## src/asq_pkg.sv

```systemverilog
package asq_pkg;
    // Register byte offsets
    localparam logic [7:0] OFS_MODE_A = 8'h00;
    localparam logic [7:0] OFS_MODE_C = 8'h04;
    localparam logic [7:0] OFS_SEL = 8'h08;
    localparam logic [7:0] OFS_RES0 = 8'h10;
    localparam logic [7:0] OFS_IRQ_STAT = 8'h20;
    localparam logic [7:0] OFS_IRQ_MASK = 8'h24;
    // Mode register A fields
    localparam int CE_BIT = 7;
    localparam int EF_BIT = 6;
    localparam int ONESHOT_BIT = 5;
    localparam int SCAN_BIT = 4;
    localparam int HWTRIG_BIT = 1;
    // Mode register C field
    localparam int BUF4_BIT = 0;
    // Interrupt status bits
    localparam int ST_END_BIT = 0;
    localparam int ST_STALL_BIT = 1;
    // Sizes and reset values
    localparam int NCH = 4;
    localparam int RES_W = 10;
    localparam logic [1:0] LAST_SLOT = 2'h3;
    localparam logic [1:0] CH_RST = 2'h0;
    localparam logic [RES_W-1:0] RES_RST = 10'h000;
    localparam logic [1:0] IRQ_RST = 2'h0;

    typedef enum logic [0:0] {
        ST_IDLE = 1'b0,
        ST_CONV = 1'b1
    } asq_state_e;

    // Captured AHB address phase
    typedef struct packed {
        logic valid;
        logic write;
        logic [7:0] addr;
    } asq_aph_s;

    // Converter core request
    typedef struct packed {
        logic start;
        logic [1:0] channel;
    } asq_conv_req_s;
endpackage : asq_pkg

```

## src/asq_top.sv

```systemverilog
// Implementation choices: the register addresses and the AHB-Lite interface to the registers.
`timescale 1ns/1ps
module asq_top
    import asq_pkg::*;
(
    input wire logic core_clk,
    input wire logic srst,
    input wire logic hsel,
    input wire logic [31:0] haddr,
    input wire logic [1:0] htrans,
    input wire logic hwrite,
    input wire logic [2:0] hsize,
    input wire logic [31:0] hwdata,
    input wire logic hready,
    output logic [31:0] hrdata,
    output logic hreadyout,
    output logic hresp,
    input wire logic hw_trig,
    output asq_conv_req_s conv_req,
    input wire logic conv_done,
    input wire logic [RES_W-1:0] conv_data,
    output logic conversion_end_irq
);
    asq_aph_s aph_q;
    asq_state_e state_q;
    logic ce_q, oneshot_q, scan_q, hwtrig_q, buf4_q;
    logic [1:0] sel_q, ch_q, slot_q;
    logic [RES_W-1:0] result_q [NCH];
    logic [1:0] stat_q, mask_q;
    logic wr_mode_a, wr_mode_c, wr_sel, wr_ctl;
    logic ce_d, oneshot_d, scan_d, buf4_d;
    logic [1:0] sel_d;
    logic last_conv, done_last, hazard, restart, store_en, end_evt;
    logic [1:0] store_idx;
    logic [1:0] stat_d;
    logic [4*RES_W-1:0] result_flat;

    // Word index of a byte offset, used by decode of both reads and writes
    function automatic logic hit(input logic [7:0] a, input logic [7:0] ofs);
        return a[7:2] == ofs[7:2];
    endfunction : hit

    // Result slot for a finished conversion
    function automatic logic [1:0] slot_of(input logic scan, input logic b4,
                                           input logic [1:0] ch, input logic [1:0] slot,
                                           input logic [1:0] sel);
        if (scan) begin
            return ch;
        end else if (b4) begin
            return slot;
        end
        return sel;
    endfunction : slot_of

    // Address phase capture; zero wait states so hready is always ours
    always_ff @(posedge core_clk) begin
        if (srst) begin
            aph_q <= '0;
        end else begin
            aph_q.valid <= hsel & htrans[1] & hready;
            aph_q.write <= hwrite;
            aph_q.addr <= haddr[7:0];
        end
    end

    // Response is fixed: always ready, always OKAY
    always_ff @(posedge core_clk) begin
        if (srst) begin
            hreadyout <= 1'b1;
            hresp <= 1'b0;
        end else begin
            hreadyout <= 1'b1;
            hresp <= 1'b0;
        end
    end

    // Write strobes land in the data phase
    always_comb begin
        wr_mode_a = aph_q.valid & aph_q.write & hit(aph_q.addr, OFS_MODE_A);
        wr_mode_c = aph_q.valid & aph_q.write & hit(aph_q.addr, OFS_MODE_C);
        wr_sel = aph_q.valid & aph_q.write & hit(aph_q.addr, OFS_SEL);
        wr_ctl = wr_mode_a | wr_mode_c | wr_sel;
    end

    // Next configuration, so a restart sees the freshly written settings
    always_comb begin
        ce_d = wr_mode_a ? hwdata[CE_BIT] : ce_q;
        oneshot_d = wr_mode_a ? hwdata[ONESHOT_BIT] : oneshot_q;
        scan_d = wr_mode_a ? hwdata[SCAN_BIT] : scan_q;
        buf4_d = wr_mode_c ? hwdata[BUF4_BIT] : buf4_q;
        sel_d = wr_sel ? hwdata[1:0] : sel_q;
    end

    // Pass end, coincidence detection and restart decision
    always_comb begin
        last_conv = scan_q ? (ch_q == sel_q) : (buf4_q ? (slot_q == LAST_SLOT) : 1'b1);
        done_last = (state_q == ST_CONV) & conv_done & last_conv;
        hazard = ce_q & oneshot_q & ~hwtrig_q & done_last & wr_ctl;
        restart = ~hazard & ce_d & ((wr_mode_a & hwdata[CE_BIT]) | (wr_ctl & ce_q));
        store_en = (state_q == ST_CONV) & conv_done & ce_q & ~hazard & ~restart;
        store_idx = slot_of(scan_q, buf4_q, ch_q, slot_q, sel_q);
        end_evt = store_en & last_conv;
    end

    // Control registers; a write during the stall is still kept
    always_ff @(posedge core_clk) begin
        if (srst) begin
            ce_q <= 1'b0;
            oneshot_q <= 1'b0;
            scan_q <= 1'b0;
            hwtrig_q <= 1'b0;
            buf4_q <= 1'b0;
            sel_q <= CH_RST;
        end else begin
            ce_q <= ce_d;
            oneshot_q <= oneshot_d;
            scan_q <= scan_d;
            buf4_q <= buf4_d;
            sel_q <= sel_d;
            if (wr_mode_a) begin
                hwtrig_q <= hwdata[HWTRIG_BIT];
            end
        end
    end

    // Conversion sequencer
    always_ff @(posedge core_clk) begin
        if (srst) begin
            state_q <= ST_IDLE;
            ch_q <= CH_RST;
            slot_q <= CH_RST;
            conv_req <= '0;
        end else begin
            conv_req.start <= 1'b0;
            if (hazard) begin
                state_q <= ST_IDLE;
            end else if (restart) begin
                state_q <= ST_CONV;
                ch_q <= CH_RST;
                slot_q <= CH_RST;
                conv_req.start <= 1'b1;
                conv_req.channel <= scan_d ? CH_RST : sel_d;
            end else if (!ce_d) begin
                state_q <= ST_IDLE;
            end else begin
                case (state_q)
                    ST_IDLE: begin
                        if (oneshot_q && hwtrig_q && hw_trig) begin
                            state_q <= ST_CONV;
                            ch_q <= CH_RST;
                            slot_q <= CH_RST;
                            conv_req.start <= 1'b1;
                            conv_req.channel <= scan_q ? CH_RST : sel_q;
                        end
                    end
                    ST_CONV: begin
                        if (conv_done) begin
                            if (last_conv && oneshot_q) begin
                                state_q <= ST_IDLE;
                            end else if (last_conv) begin
                                ch_q <= CH_RST;
                                slot_q <= CH_RST;
                                conv_req.start <= 1'b1;
                                conv_req.channel <= scan_q ? CH_RST : sel_q;
                            end else begin
                                ch_q <= ch_q + 2'h1;
                                slot_q <= slot_q + 2'h1;
                                conv_req.start <= 1'b1;
                                conv_req.channel <= scan_q ? ch_q + 2'h1 : sel_q;
                            end
                        end
                    end
                    default: begin
                        state_q <= ST_IDLE;
                    end
                endcase
            end
        end
    end

    // Result storage; ten bits per channel
    // ten-bit results
    always_ff @(posedge core_clk) begin
        if (srst) begin
            for (int i = 0; i < NCH; i++) begin
                result_q[i] <= RES_RST;
            end
        end else if (store_en) begin
            result_q[store_idx] <= conv_data;
        end
    end

    // Sticky status, write one to clear; a new event beats the clear
    always_comb begin
        stat_d = stat_q;
        if (aph_q.valid && aph_q.write && hit(aph_q.addr, OFS_IRQ_STAT)) begin
            stat_d = stat_q & ~hwdata[1:0];
        end
        if (end_evt) begin
            stat_d[ST_END_BIT] = 1'b1;
        end
        if (hazard) begin
            stat_d[ST_STALL_BIT] = 1'b1;
        end
    end

    always_ff @(posedge core_clk) begin
        if (srst) begin
            stat_q <= IRQ_RST;
            mask_q <= IRQ_RST;
            conversion_end_irq <= 1'b0;
        end else begin
            stat_q <= stat_d;
            if (aph_q.valid && aph_q.write && hit(aph_q.addr, OFS_IRQ_MASK)) begin
                mask_q <= hwdata[1:0];
            end
            conversion_end_irq <= |(stat_d & mask_q);
        end
    end

    // Read data is registered in the address phase, shown in the data phase
    always_ff @(posedge core_clk) begin
        if (srst) begin
            hrdata <= '0;
        end else if (hsel && htrans[1] && hready && !hwrite) begin
            hrdata <= '0;
            if (hit(haddr[7:0], OFS_MODE_A)) begin
                hrdata[CE_BIT] <= ce_d;
                hrdata[EF_BIT] <= (state_q == ST_CONV);
                hrdata[ONESHOT_BIT] <= oneshot_d;
                hrdata[SCAN_BIT] <= scan_d;
                hrdata[HWTRIG_BIT] <= hwtrig_q;
            end else if (hit(haddr[7:0], OFS_MODE_C)) begin
                hrdata[BUF4_BIT] <= buf4_d;
            end else if (hit(haddr[7:0], OFS_SEL)) begin
                hrdata[1:0] <= sel_d;
            end else if (haddr[7:4] == OFS_RES0[7:4]) begin
                hrdata[RES_W-1:0] <= result_q[haddr[3:2]];
            end else if (hit(haddr[7:0], OFS_IRQ_STAT)) begin
                hrdata[1:0] <= stat_q;
            end else if (hit(haddr[7:0], OFS_IRQ_MASK)) begin
                hrdata[1:0] <= mask_q;
            end
        end
    end

    assign result_flat = {result_q[3], result_q[2], result_q[1], result_q[0]};

    // Stall leaves enable set, unless the same write clears CE, and the converter idle
    property p_stall_idle;
        @(posedge core_clk) disable iff (srst)
        hazard && !(wr_mode_a && !hwdata[CE_BIT]) |=> ce_q && state_q == ST_IDLE;
    endproperty
    a_stall_idle: assert property (p_stall_idle) else $error("stall did not idle");

    property p_stall_drop;
        @(posedge core_clk) disable iff (srst)
        hazard |=> result_flat == $past(result_flat) && !$rose(stat_q[ST_END_BIT]);
    endproperty
    a_stall_drop: assert property (p_stall_drop) else $error("stalled result kept");

    property p_sel_kept;
        @(posedge core_clk) disable iff (srst)
        wr_sel |=> sel_q == $past(hwdata[1:0]);
    endproperty
    a_sel_kept: assert property (p_sel_kept) else $error("select write lost");

    property p_ce_restart;
        @(posedge core_clk) disable iff (srst)
        wr_mode_a && hwdata[CE_BIT] && !hazard |=> conv_req.start && state_q == ST_CONV;
    endproperty
    a_ce_restart: assert property (p_ce_restart) else $error("enable did not start");

    property p_cont_repeat;
        @(posedge core_clk) disable iff (srst)
        done_last && !oneshot_q && !wr_ctl && ce_q |=> conv_req.start;
    endproperty
    a_cont_repeat: assert property (p_cont_repeat) else $error("continuous stopped");

    property p_oneshot_end;
        @(posedge core_clk) disable iff (srst)
        done_last && oneshot_q && !wr_ctl |=> state_q == ST_IDLE && !conv_req.start;
    endproperty
    a_oneshot_end: assert property (p_oneshot_end) else $error("one-shot kept going");

    property p_store_idx;
        @(posedge core_clk) disable iff (srst)
        store_en |=> result_q[$past(store_idx)] == $past(conv_data);
    endproperty
    a_store_idx: assert property (p_store_idx) else $error("result misplaced");

    property p_one_buf_irq;
        @(posedge core_clk) disable iff (srst)
        store_en && !scan_q && !buf4_q |=> stat_q[ST_END_BIT];
    endproperty
    a_one_buf_irq: assert property (p_one_buf_irq) else $error("no end event");

    property p_buf4_step;
        @(posedge core_clk) disable iff (srst)
        ce_d && store_en && !scan_q && buf4_q && slot_q != LAST_SLOT
            |=> slot_q == $past(slot_q) + 2'h1;
    endproperty
    a_buf4_step: assert property (p_buf4_step) else $error("buffer slot stuck");

    property p_scan_next;
        @(posedge core_clk) disable iff (srst)
        ce_d && store_en && scan_q && !last_conv |=> conv_req.channel == $past(ch_q) + 2'h1;
    endproperty
    a_scan_next: assert property (p_scan_next) else $error("scan order wrong");

    property p_hw_start;
        @(posedge core_clk) disable iff (srst)
        state_q == ST_IDLE && ce_q && oneshot_q && hwtrig_q && hw_trig && !wr_ctl
            |=> conv_req.start && state_q == ST_CONV;
    endproperty
    a_hw_start: assert property (p_hw_start) else $error("trigger ignored");

    property p_cont_busy;
        @(posedge core_clk) disable iff (srst)
        state_q == ST_CONV && ce_q && !oneshot_q && !wr_ctl |=> state_q == ST_CONV;
    endproperty
    a_cont_busy: assert property (p_cont_busy) else $error("continuous went idle");

    property p_res_hold;
        @(posedge core_clk) disable iff (srst)
        !store_en |=> result_flat == $past(result_flat);
    endproperty
    a_res_hold: assert property (p_res_hold) else $error("result changed unasked");

    property p_end_sticky;
        @(posedge core_clk) disable iff (srst)
        stat_q[ST_END_BIT] && !(aph_q.valid && aph_q.write && hit(aph_q.addr, OFS_IRQ_STAT))
            |=> stat_q[ST_END_BIT];
    endproperty
    a_end_sticky: assert property (p_end_sticky) else $error("end flag lost");

    property p_irq_level;
        @(posedge core_clk) disable iff (srst)
        1'b1 |=> conversion_end_irq == |(stat_q & $past(mask_q));
    endproperty
    a_irq_level: assert property (p_irq_level) else $error("interrupt level wrong");
endmodule : asq_top

```

## config.mk

```make
export PLATFORM = sky130hd
export DESIGN_NAME = asq_top
export DESIGN_NICKNAME = d
export VERILOG_FILES = /design/src/asq_pkg.sv /design/src/asq_top.sv
export SDC_FILE = /design/constraint.sdc
export NUM_CORES = 1
export LEC_CHECK = 0
export ABC_AREA = 0
export BUFFER_PORTS_ARGS = -buffer_cell sky130_fd_sc_hd__buf_4
export CORE_MARGIN = 5
export CORE_UTILIZATION = 50
export DETAILED_ROUTE_END_ITERATION = 12
export PLACE_DENSITY = 0.79
export SKIP_LAST_GASP = 1
export SYNTH_ARGS = -nofsm -noshare
export SYNTH_HDL_FRONTEND = slang
export SYNTH_SLANG_ARGS = --single-unit
```

## constraint.sdc

```tcl
create_clock -name core_clk -period 8.8 [get_ports core_clk]
set_clock_uncertainty 0.2 [all_clocks]
set_input_delay 0.88 -clock core_clk [delete_from_list [all_inputs] [get_ports core_clk]]
set_output_delay 0.88 -clock core_clk [all_outputs]
set_load 0.01 [all_outputs]
```

# Yosys cells after proc, flatten, opt, wreduce, memory -nomap -nowiden
# Memories as Yosys holds them, arrays and structs flattened.
# Cells that the tools add are included.
totals:
  register_bits: 40
  mem_bits_rw: 40
  input_bits: 86
  out_inout_bits: 38
  wordCells: 147
  mem_count: 1
op_classes:
  n_addsub: 2
  n_eq_ne: 14
  n_mux: 65
  bitwise: 30
  n_reduce_logical: 17
mem_list:
  columns: ["memory", "depth", "word_bits", "read_ports", "rd_clocked_by_memory_dff", "write_ports", "line", "rtl"]
  rows:
  - ["result_q", 4, 10, 1, 0, 4, "asq_top.sv:28", "logic [RES_W-1:0] result_q [NCH];"]
ops:
  columns: ["operator", "n"]
  rows:
  - ["$mux 2", 27]
  - ["$eq 6x4->1 const B", 4]
  - ["$mux 1", 24]
  - ["$and 1x1->1", 20]
  - ["$mux 8", 2]
  - ["$mux 3", 5]
  - ["$eq 6x1->1 const B", 2]
  - ["$eq 6x2->1 const B", 2]
  - ["$logic_not 6->1", 2]
  - ["$mux 10", 1]
  - ["$reduce_or 10->1", 1]
  - ["$logic_and 1x1->1", 9]
  - ["$mux 9", 1]
  - ["$pmux 2 s2", 2]
  - ["$ne 3x3->1 const B", 2]
  - ["$pmux 3 s2", 1]
  - ["$reduce_and 5->1", 1]
  - ["$add 2x1->2 const B", 2]
  - ["$and 2x2->2", 2]
  - ["$eq 4x1->1 const B", 1]
  - ["$mux 4", 1]
  - ["$not 1->1", 4]
  - ["$reduce_or 2->1", 2]
  - ["$ne 3x2->1 const B", 1]
  - ["other kinds (7)", 9]

# Logic depth before layout (Yosys ltp)
depth:
  ltp_word: 16
  mapped_depth: 7

# Least setup slack after synthesis
# Ideal clock, no wire load.
synth_timing:
  kind: "in2reg"
  from: "input port conv_done"
  to: "memory result_q[3][0], enable pin"
  arrival_ns: 2.678
  required_ns: 8.193
  setup_slack_ns: 5.514
  stages: 5
  path_cell_list: "nand3_1 > and4b_4 > a21boi_1 > nor2_1 > o41ai_1"
synth_rtl:
  columns: ["item", "line", "rtl"]
  rows:
  - ["start, declared", "asq_top.sv:20", "input wire logic conv_done,"]
  - ["end, declared", "asq_top.sv:28", null]

==> results.toml <==
[status]
outcome = "finished, final reports clean"

[routing]
wl_um = 9109
firstDrtPassIters = 6
drc = 0
dr.first_iter.drc_count = 186
vias = 2979
wl_per_cell_um = 17.48
ant_nets = 0
vias_per_cell = 5.718

[sta]
tightest_slew_ns = 1.173
slew_violations = 0
min_period_ns = 3.375
fmax_mhz = 296.3
period_share_pct = 38.36
whs_ns = 0.2863
finalSetupTns_ns = 0
hold_viol_final = 0
setup_viol = 0
slew_headroom_pct = 21.62
rsz0062_at_grt = "false"

[global_routing]
overflow = 0
antenna_found_initial = 0
grt_start_max_net_pins = 30
grt_pass1_wl_um = 14760
grt_util_all_layers_pct = 19.28
grt_pass1_vias = 2959

[final_layout]
syn2layout_area_growth_pct = 12.37
fin_util_pct = 57.36
multiInputGateArea_mm2 = 0.001703
diodes = 0
final_layout_size_suffix_gt1_share_pct = 20.29
ff_latch_area_mm2 = 0.001962
fillers = 661
layout.nets = 501

[clocking]
clock-sinks = 78
htree_levels = 3
cts_resized = 0
tritoncts = "yes"
post-cts-setup-buffer-count = 0
cts_hold_buffers = 0
numCtsBuffers = 9
clock-root-buffer = "clkbuf_8"
clockBufferDepth = 2
clkSlewWorstSetupHoldPaths_ns = 0.09
clk_latency_ns = 0.36

[power_and_ir_drop]
power.leakage_nw = 1.652
ir_drop_uv = 114.5
intPower_mw = 0.5143
seq_power_share_pct = 57.2
powerDensity_mw_per_mm2 = 156.7
p_clk_share_pct = 35.5
swShare_pct = 25.19
p_switching_mw = 0.1732
pwr-share-comb_pct = 7.3

[synth]
synthesis.area_mm2 = 0.003904
synth-edff-count = 40
ys.flop_type = "edfxtp_1"
synthArstFlopShare_pct = 0
ys_seq_elements = 78
ys_seq_area_share_pct = 50.26
avgSynthCellArea_um2 = 10.33
synth_cell_types = 61
synth.yosys.warnings = 0
synth_cells = 378

[min_path]
worstHoldStart = "mask_q[1]$_SDFFE_PP0P_"
hold_end = "mask_q[1]$_SDFFE_PP0P_"
hold_class = "reg -> reg"
hold_depth = 2

[placed_design]
place_hpwl_um = 6310
gp_congestion = 0.9255
port_buffers = 42

[critical_path]
endpoint_kind = "register"
worstSetupPathType = "reg -> reg"
cp_max_fo = 22
r2r_start = "slot_q[0]$_SDFFE_PP0P_"
cp_cell_sequence = "ha_1 -> or3b_4 -> and4b_4 -> a21boi_1 -> o211ai_1 -> buf_4 -> o21ai_1"
reg2reg_setup_slack_ns = 5.42
start_kind = "register"
critPathArrivalTime_ns = 3.15
r2r-end = "result_q[0][1]$_SDFFCE_PN0P_"
crit_required_ns = 8.57
r2r_cells = 7
cp_slowest_cell = "o21ai_1"
slowest_delay_ns = 0.88

[floorplanning]
start_util_pct = 51.05
dieWidth_um = 98.36
std_cell_rows = 32
die_y_um = 98.36
io_pins = 124
core_mm2 = 0.007647
die-area_mm2 = 0.009675

[flow_run]
cap_violations = 0
## area by class of cell
cell class,count,share of cell area (%)
multi-input cells,259,38.82
inverters,20,1.711
flip-flops and latches,78,44.72
clock buffers,10,2.909
repair buffers,46,7.872
clock inverters,6,1.055
well taps,102,2.909
## metal layers
| metal | part of all wire [%] | global-route usage [%] | routed length, um |
|---|---|---|---|
| met1 | 41 | 24.51 | 3730 |
| met2 | 50 | 31.72 | 4558 |
| met3 | 7.0 | 4.929 | 642 |
| met4 | 2.0 | 7.248 | 178 |
| met5 | 0 | 0 | 0 |
## Yosys cell counts (2+ instances only)
master     count  area, um2
edfxtp_1      40       1201
dfxtp_1       38      760.7
nor3_1        33      165.2
nor2_1        30      112.6
buf_4         24      180.2
a21oi_1       22      110.1
inv_1         20      75.07
o21ai_0       17      85.08
clkbuf_1      13      48.80
nand2_1       13      48.80
nor2b_1       12      75.07
mux4_2        10      225.2
a22oi_1        9      67.56
nand3_1        7      35.03
and3_1         5      31.28
mux2i_1        5      50.05
o21a_1         5      37.54
buf_1          4      15.01
nand2b_1       4      25.02
nor3b_1        4      30.03
nor4_1         4      25.02
o211ai_1       4      30.03
a31oi_1        3      18.77
nand4b_1       3      26.28
or2_2          3      18.77
xor2_1         3      26.28
a211oi_1       2      15.01
and2_1         2      12.51
buf_2          2      10.01
conb_1         2      7.510
mux2_2         2      22.52
nand4bb_1      2      22.52
o21ai_1        2      10.01
or3_1          2      12.51
## kinds of logic (layout without fill, tap and decap cells)
| group | after synthesis | count (layout) | synth area share, % |
|---|---|---|---|
| AND/OR/NAND/NOR | 133 | 133 | 19.13 |
| flip-flops | 78 | 78 | 50.26 |
| other | 2 | 24 | 0.1924 |
| XOR/XNOR | 3 | 3 | 0.6732 |
| buffers and inverters | 63 | 82 | 8.429 |
| multiplexers | 17 | 17 | 7.628 |
| adder cells (fa/ha/maj) | 1 | 1 | 0.3205 |
| AO/OA/AOI/OAI | 81 | 81 | 13.37 |
## worst max-delay path, delay by kind of cell (launching register included)
family	cells	cell delay (ns)
AO/OA/AOI/OAI	3	1.33
AND/OR/NAND/NOR	2	0.64
flip-flops	1	0.34
buffers and inverters	1	0.25
adder cells (fa/ha/maj)	1	0.22
## power by group through the flow
stage                     registers (mW)  logic [mW]  clock network, mW
final                              0.394      0.0502              0.244
after CTS                          0.394      0.0499              0.245
after global placement             0.401      0.0486                  0
after detailed placement           0.402      0.0497                  0
after floorplan                    0.401      0.0387                  0
after global routing               0.395      0.0545              0.263
## registers in the layout, indices dropped and copies added (netlist names), 2 cells and up
signal and cells:
stat_q 2, mask_q 2, result_q 40, conv_req 3
ch_q 2, slot_q 2, hrdata 10, sel_q 2
aph_q 8
## placed cells by master (no fill, tap or decap), drive strengths merged, types with 3 or more instances in the layout
cell type and n:
xor2 3, a21oi 22, o21a 5, and3 5
nand4b 3, clkbuf 10, nor3 33, nand3 7
nor3b 4, nor4 4, a31oi 3, nand2b 4
mux2i 5, mux4 10, nor2 30, inv 22
o21ai 19, or2 3, dfxtp 38, nand2 13
a22oi 9, conb 24, o211ai 4, edfxtp 40
nor2b 12, buf 46
## worst max path at each step
stage | depth (start not counted) | slack [ns] | to | startpoint
2_1_floorplan | 5 | 5.51 | result_q[3][0]$_DFFE_PP_ | conv_done
3_3_place_gp | 7 | 5.39 | result_q[2][8]$_SDFFCE_PN0P_ | conv_done
3_5_place_dp | 7 | 5.33 | result_q[0][3]$_SDFFCE_PN0P_ | conv_done
4_1_cts | 7 | 5.45 | result_q[0][1]$_SDFFCE_PN0P_ | slot_q[0]$_SDFFE_PP0P_
5_1_grt | 7 | 5.28 | result_q[0][1]$_SDFFCE_PN0P_ | slot_q[0]$_SDFFE_PP0P_
6_report | 7 | 5.42 | result_q[0][1]$_SDFFCE_PN0P_ | slot_q[0]$_SDFFE_PP0P_
## per-stage QoR
step                total power, mW  cell area (um2)  setup slack (ns)  cells
floorplan                    0.4392             3986             5.514    400
global placement             0.4498             4213             5.390    505
detailed placement           0.4517             4213             5.329    505
CTS                          0.6886             4387             5.449    521
global route                 0.7122             4387             5.285    521
finish                       0.6875             4387             5.425    521
No activity file was read; power rests on OpenSTA's default activity.
